### config.mk
export PLATFORM = sky130hd
export DESIGN_NAME = alarm_source_aggregator
export DESIGN_NICKNAME = d
export VERILOG_FILES = /design/src/alarm_pkg.sv /design/src/sync2.sv /design/src/alarm_source.sv /design/src/alarm_source_aggregator.sv
export SDC_FILE = /design/constraint.sdc
export NUM_CORES = 1
export LEC_CHECK = 0
export BUFFER_PORTS_ARGS = -buffer_cell sky130_fd_sc_hd__buf_2
export CAP_MARGIN = 20
export CORE_ASPECT_RATIO = 1.5
export CORE_MARGIN = 1.5
export CORE_UTILIZATION = 44
export DETAILED_ROUTE_END_ITERATION = 10
export PLACE_DENSITY = 0.84
export RECOVER_POWER = 50
export SLEW_MARGIN = 5
export SYNTH_ARGS = -nofsm -noshare
export SYNTH_HDL_FRONTEND = slang
export SYNTH_SLANG_ARGS = --single-unit
### constraint.sdc
create_clock -name core_clk -period 4.09 [get_ports core_clk]
set_clock_uncertainty 0.15 [all_clocks]
set_input_delay 0.6135 -clock core_clk [delete_from_list [all_inputs] [get_ports core_clk]]
set_output_delay 0.6135 -clock core_clk [all_outputs]
set_load 0.02 [all_outputs]
### src/alarm_pkg.sv
// Package with constants and types for the alarm source aggregator
//
// Contract
// - Three sources: supply one lost, supply two lost, station link lost.
// - An auto-reset source is active only while its fault is present.
// - A manual source latches its fault and holds until acknowledged.
// - Every source has its own enable, set independently by software.
// - Every source has its own mode bit: set for auto, clear for manual.
// - Contact closes when booting, out of order or any source is active.
// - Contact opens only when operational and no source is active.
// - An acknowledge for a source clears that source's pending state only if its fault is already gone; an acknowledge during the fault is ignored.
// - Every source's pending status is readable, with a per-source clear.
// - Loss of one supply only raises its own source, if enabled.
package alarm_pkg;
   localparam int unsigned NUM_SRC = 3;
   localparam int unsigned SRC_PWR1 = 0;
   localparam int unsigned SRC_PWR2 = 1;
   localparam int unsigned SRC_LINK = 2;

   localparam int unsigned ADDR_W = 4;
   localparam int unsigned DATA_W = 32;

   // Register byte addresses
   localparam logic [3:0] REG_ENABLE = 4'h0;
   localparam logic [3:0] REG_AUTO = 4'h4;
   localparam logic [3:0] REG_PENDING = 4'h8;
   localparam logic [3:0] REG_ACK = 4'hc;

   localparam logic [2:0] ENABLE_RST = 3'h0;
   localparam logic [2:0] AUTO_RST = 3'h0;

   typedef struct packed {
      logic [ADDR_W-1:0] addr;
      logic [DATA_W-1:0] wdata;
      logic wr;
      logic rd;
   } reg_req_t;

   typedef enum logic [1:0] {
      PROD_BOOT = 2'h0,
      PROD_RUN = 2'h1,
      PROD_FAULT = 2'h2
   } prod_state_t;
endpackage : alarm_pkg

### src/sync2.sv
// Two-flop synchroniser for a vector of pin levels
`timescale 1ns/1ps
module sync2 #(
   parameter int unsigned W = 1
) (
   input wire logic core_clk,
   input wire logic rst,
   input wire logic [W-1:0] d,
   output logic [W-1:0] q
);
   logic [W-1:0] meta_r;

   always_ff @(posedge core_clk) begin
      if (rst) begin
         meta_r <= '0;
         q <= '0;
      end else begin
         meta_r <= d;
         q <= meta_r;
      end
   end
endmodule : sync2

### src/alarm_source.sv
// One alarm source with enable, reset mode and acknowledge
`timescale 1ns/1ps
module alarm_source (
   input wire logic core_clk,
   input wire logic rst,
   input wire logic fault,
   input wire logic enable,
   input wire logic auto_mode,
   input wire logic ack,
   output logic active
);
   logic latch_r;

   always_ff @(posedge core_clk) begin
      if (rst) begin
         latch_r <= 1'b0;
      end else if (!enable) begin
         latch_r <= 1'b0;
      end else if (auto_mode) begin
         // Auto mode keeps no memory, so a later switch to manual is clean
         latch_r <= 1'b0;
      end else if (fault) begin
         // Fault beats a same-cycle ack
         latch_r <= 1'b1;
      end else if (ack) begin
         latch_r <= 1'b0;
      end
   end

   // Auto mode follows the fault; manual mode shows the latch or the present fault
   always_comb begin
      if (!enable) begin
         active = 1'b0;
      end else if (auto_mode) begin
         active = fault;
      end else begin
         active = latch_r | fault;
      end
   end
endmodule : alarm_source

### src/alarm_source_aggregator.sv
// Alarm aggregator top: register port, sources and contact drive
//
// Decided for this implementation: strobed register access and the register offsets.
`timescale 1ns/1ps
module alarm_source_aggregator (
   input wire logic core_clk,
   input wire logic rst,
   input wire logic pwr1_lost,
   input wire logic pwr2_lost,
   input wire logic link_lost,
   input wire logic boot_done,
   input wire logic out_of_order,
   input wire logic [alarm_pkg::ADDR_W-1:0] reg_addr,
   input wire logic [alarm_pkg::DATA_W-1:0] reg_wdata,
   input wire logic reg_wr,
   input wire logic reg_rd,
   output logic [alarm_pkg::DATA_W-1:0] reg_rdata,
   output logic contact_closed,
   output logic [alarm_pkg::NUM_SRC-1:0] alarm_active
);
   localparam int unsigned N = alarm_pkg::NUM_SRC;

   alarm_pkg::reg_req_t req;
   logic [N-1:0] fault_raw;
   logic [N-1:0] fault_s;
   logic [1:0] prod_s;
   logic [N-1:0] enable_r;
   logic [N-1:0] auto_r;
   logic [N-1:0] ack_pulse;
   logic [N-1:0] active;
   logic [alarm_pkg::DATA_W-1:0] rdata_nxt;
   alarm_pkg::prod_state_t prod_r;

   assign req = '{addr: reg_addr, wdata: reg_wdata, wr: reg_wr,
                  rd: reg_rd};

   // Supply and link faults are pins; each feeds only its own source
   always_comb begin
      fault_raw = '0;
      fault_raw[alarm_pkg::SRC_PWR1] = pwr1_lost;
      fault_raw[alarm_pkg::SRC_PWR2] = pwr2_lost;
      fault_raw[alarm_pkg::SRC_LINK] = link_lost;
   end

   sync2 #(.W(N)) u_fault_sync (
      .core_clk(core_clk),
      .rst(rst),
      .d(fault_raw),
      .q(fault_s)
   );

   sync2 #(.W(2)) u_prod_sync (
      .core_clk(core_clk),
      .rst(rst),
      .d({out_of_order, boot_done}),
      .q(prod_s)
   );

   // Product condition; supplies play no part in it
   always_ff @(posedge core_clk) begin
      if (rst) begin
         prod_r <= alarm_pkg::PROD_BOOT;
      end else if (prod_s[1]) begin
         prod_r <= alarm_pkg::PROD_FAULT;
      end else if (prod_s[0]) begin
         prod_r <= alarm_pkg::PROD_RUN;
      end else begin
         prod_r <= alarm_pkg::PROD_BOOT;
      end
   end

   // Configuration registers
   always_ff @(posedge core_clk) begin
      if (rst) begin
         enable_r <= alarm_pkg::ENABLE_RST;
      end else if (req.wr && req.addr == alarm_pkg::REG_ENABLE) begin
         enable_r <= req.wdata[N-1:0];
      end
   end

   always_ff @(posedge core_clk) begin
      if (rst) begin
         auto_r <= alarm_pkg::AUTO_RST;
      end else if (req.wr && req.addr == alarm_pkg::REG_AUTO) begin
         auto_r <= req.wdata[N-1:0];
      end
   end

   // Write-one-to-acknowledge, one pulse per written bit
   always_comb begin
      ack_pulse = '0;
      if (req.wr && req.addr == alarm_pkg::REG_ACK) begin
         ack_pulse = req.wdata[N-1:0];
      end
   end

   for (genvar i = 0; i < N; i++) begin : g_src
      alarm_source u_src (
         .core_clk(core_clk),
         .rst(rst),
         .fault(fault_s[i]),
         .enable(enable_r[i]),
         .auto_mode(auto_r[i]),
         .ack(ack_pulse[i]),
         .active(active[i])
      );
   end

   // Read mux; unmapped and write-only addresses read zero
   always_comb begin
      rdata_nxt = '0;
      unique case (req.addr)
         alarm_pkg::REG_ENABLE: rdata_nxt[N-1:0] = enable_r;
         alarm_pkg::REG_AUTO: rdata_nxt[N-1:0] = auto_r;
         alarm_pkg::REG_PENDING: rdata_nxt[N-1:0] = active;
         default: rdata_nxt = '0;
      endcase
   end

   always_ff @(posedge core_clk) begin
      if (rst) begin
         reg_rdata <= '0;
      end else if (req.rd) begin
         reg_rdata <= rdata_nxt;
      end else begin
         reg_rdata <= '0;
      end
   end

   // Registered contact; closed is the safe state from reset
   always_ff @(posedge core_clk) begin
      if (rst) begin
         contact_closed <= 1'b1;
         alarm_active <= '0;
      end else begin
         alarm_active <= active;
         contact_closed <= (prod_r != alarm_pkg::PROD_RUN)
                           || (|active);
      end
   end
endmodule : alarm_source_aggregator

==> flow_summary.json <==
{
  "status": "finished clean",
  "clk_path_buf_depth": 2,
  "portBuffers": 22,
  "yosysTopAreaCell": "dfxtp_1",
  "cpMaxStageDelayCell": "nor3_1",
  "antenna_cells": 0,
  "synth_edf_count": 0,
  "drive_above_1_share": 0.169,
  "startpoint_type": "primary input",
  "avgSynthCellArea_um2": 9.61,
  "synth-async-reset-ratio": 0,
  "drc": 0,
  "rows": 23,
  "cp_cell_sequence": "buf_2 -> or3b_4 -> nor3_1 -> mux2i_1",
  "grt_pass1_wl_um": 2970,
  "detail-route-antenna-nets": 0,
  "syn_area_mm2": 0.00122,
  "max_stage_delay_ns": 0.54,
  "synth-warning-count": 0,
  "reg2reg_from": "auto_r[0]",
  "peakVddDrop_uv": 261,
  "r2r_setup_slack_ns": 2.95,
  "grt_pass1_vias": 751,
  "synth_compound_area_frac": 0.0492,
  "hold_viol": 0,
  "synthToLayoutAreaGrowth_pct": 6.56,
  "totalWireLength_um": 1930,
  "reg2reg_depth": 3,
  "path_delay_family": "simple AND/OR/NAND/NOR gates",
  "fin_cells": 185,
  "crit_fanout": 5,
  "muxShareOfSynthArea": 0.0656,
  "first_pass_iters": 4,
  "min_period_ns": 1.90,
  "p_leak_nw": 0.566,
  "overflow": 0,
  "ctsHoldBuffers": 0,
  "min_path_cells": 1,
  "synth.distinct_cells": 23,
  "ys_seq_area_frac": 0.459,
  "p_total_uw": 495,
  "critPathCaptureType": "flop",
  "fin_nets": 194,
  "cts-root-buf": "clkbuf_8",
  "path_class": "in -> reg",
  "start_util": 0.461,
  "yosysMostFrequentCell": "buf_4",
  "power_density_mw_per_mm2": 381,
  "core_area_mm2": 0.00265,
  "grt_antenna_before_repair": 0,
  "gp_congestion": 0.744,
  "hold_end": "prod_r[0]",
  "max-slew-margin-rel": 0.461,
  "clk_latency_ns": 0.27,
  "clkTransAtPathRegs_ns": 0.08,
  "cts_tree": "built",
  "setup_viol": 0,
  "grt_use_total": 0.128,
  "num_vias": 810,
  "synth_top_family_by_area": "simple AND/OR/NAND/NOR gates",
  "synth_flop_cell": "dfxtp_1",
  "routed_via_density": 4.38,
  "cts_setup_buffers": 0,
  "cts.sinks": 28,
  "synth_seq_cells": 28,
  "yosys.area_share.simple": 0.218,
  "detail_route.iter0.violations": 15,
  "worst_pin_slew_ns": 0.809,
  "pin_count": 81,
  "hold_start": "u_prod_sync.q[1]",
  "synthDominantCellAreaShare": 0.459,
  "synth-xor-area-share": 0,
  "wl_per_cell_um": 10.4,
  "numPlacedInstances": 181,
  "grt_max_degree": 24,
  "period_share": 0.465,
  "synth.area.top_cells": "dfxtp_1 46%, buf_4 18%, nor2b_1 6.7%, mux2i_1 6.6%, nand2b_1 4.6%",
  "worstPathArrival_ns": 1.95,
  "required_ns": 4.14,
  "die_height_um": 67.5,
  "r2r-end": "reg_rdata[0]",
  "syn_inst": 127,
  "die_w_um": 46.0,
  "report.final.slew_viol_count": 0,
  "critPathBufInv": 1,
  "yosys.area_share.adder": 0,
  "setup_tns_ns": 0,
  "place_hpwl_um": 1530,
  "cts-resized-gates": 0,
  "htreeDepth": 1,
  "hold_path_class": "reg -> reg",
  "maxCapViolCount": 0,
  "die-area_mm2": 0.00310,
  "rsz0062_at_grt": "false",
  "netlist_top_cells_count": "29 x buf_4, 28 x dfxtp_1, 13 x nor2b_1, 9 x nand2b_1",
  "max_freq_ghz": 0.526,
  "numCtsBuffers": 3
}
==> metrics by stage <==
step                instance area [um^2]  setup WS [ns]  hold WS (ns)  utilization
floorplan                           1330           2.27         0.240            -
global placement                    1250           1.98         0.244        0.471
detailed placement                  1250           1.93         0.254        0.471
CTS                                 1300           2.21         0.266        0.492
global route                        1300           2.14         0.301        0.491
finish                              1300           2.19         0.264        0.491
==> final cells by class <==
type	count	area [um^2]
Multi-Input combinational cell	90	515
Clock buffer	4	55.1
Sequential cell	28	561
Inverter	4	15.0
Fill cell	264	1350
Timing Repair Buffer	22	108
Tap cell	37	46.3
==> state kept, by name, summed over array words and instances, names as in the netlist, 3 cells and up <==
| name | flops |
|---|---|
| alarm_active | 3 |
| u_fault_sync.meta_r | 3 |
| reg_rdata | 3 |
| u_fault_sync.q | 3 |
| enable_r | 3 |
| auto_r | 3 |
| g_src.u_src.latch_r | 3 |
==> worst max path at each step <==
stage           startpoint     endpoint  slack (ns)  cells after the start
3_5_place_dp   reg_addr[1]  enable_r[2]        1.93                      4
4_1_cts        reg_addr[1]  enable_r[2]        2.21                      4
6_report       reg_addr[1]  enable_r[2]        2.19                      4
5_1_grt        reg_addr[1]  enable_r[2]        2.14                      4
2_1_floorplan  reg_addr[1]    auto_r[0]        2.27                      4
3_3_place_gp   reg_addr[1]  enable_r[2]        1.98                      4
==> logic make-up (layout without fill, tap and decap cells) <==
family,Yosys count,after routing
flip-flops,28,28
multiplexers,8,8
buffers and inverters,37,30
other,1,29
AO/OA/AOI/OAI,9,9
AND/OR/NAND/NOR,44,44
==> layout by cell type (no fill, tap or decap) <==
| cell | count |
|---|---|
| clkbuf_1 | 2 |
| nor3_1 | 1 |
| nand2_1 | 2 |
| a21oi_1 | 2 |
| nor4b_1 | 4 |
| a211oi_1 | 2 |
| or3_1 | 1 |
| o2111ai_1 | 1 |
| dfxtp_1 | 28 |
| o21ai_0 | 2 |
| inv_1 | 4 |
| or3b_4 | 1 |
| o311ai_0 | 1 |
| nor4_1 | 3 |
| nand2b_1 | 9 |
| mux2i_1 | 8 |
| o211ai_1 | 1 |
| buf_2 | 20 |
| clkbuf_8 | 4 |
| nor2b_1 | 13 |
| conb_1 | 29 |
| nor3b_1 | 2 |
| nor2_1 | 8 |
==> where the power goes <==
part	internal (mW)	switching, mW	total (mW)
Clock	0.0861	0.0779	0.164
Sequential	0.278	0.00293	0.281
Combinational	0.0132	0.0363	0.0495
Total	0.378	0.117	0.495
==> routing by layer <==
metal,GRT usage,part of all wire,wire (um),up-vias
met4,0.0464,0.013,25,0
met5,0,0,0,-
met2,0.260,0.57,1090,42
met1,0.124,0.36,687,364
li1,-,-,-,401
met3,0.0107,0.064,123,3
Note: power is estimated with default switching activity, not from simulation.
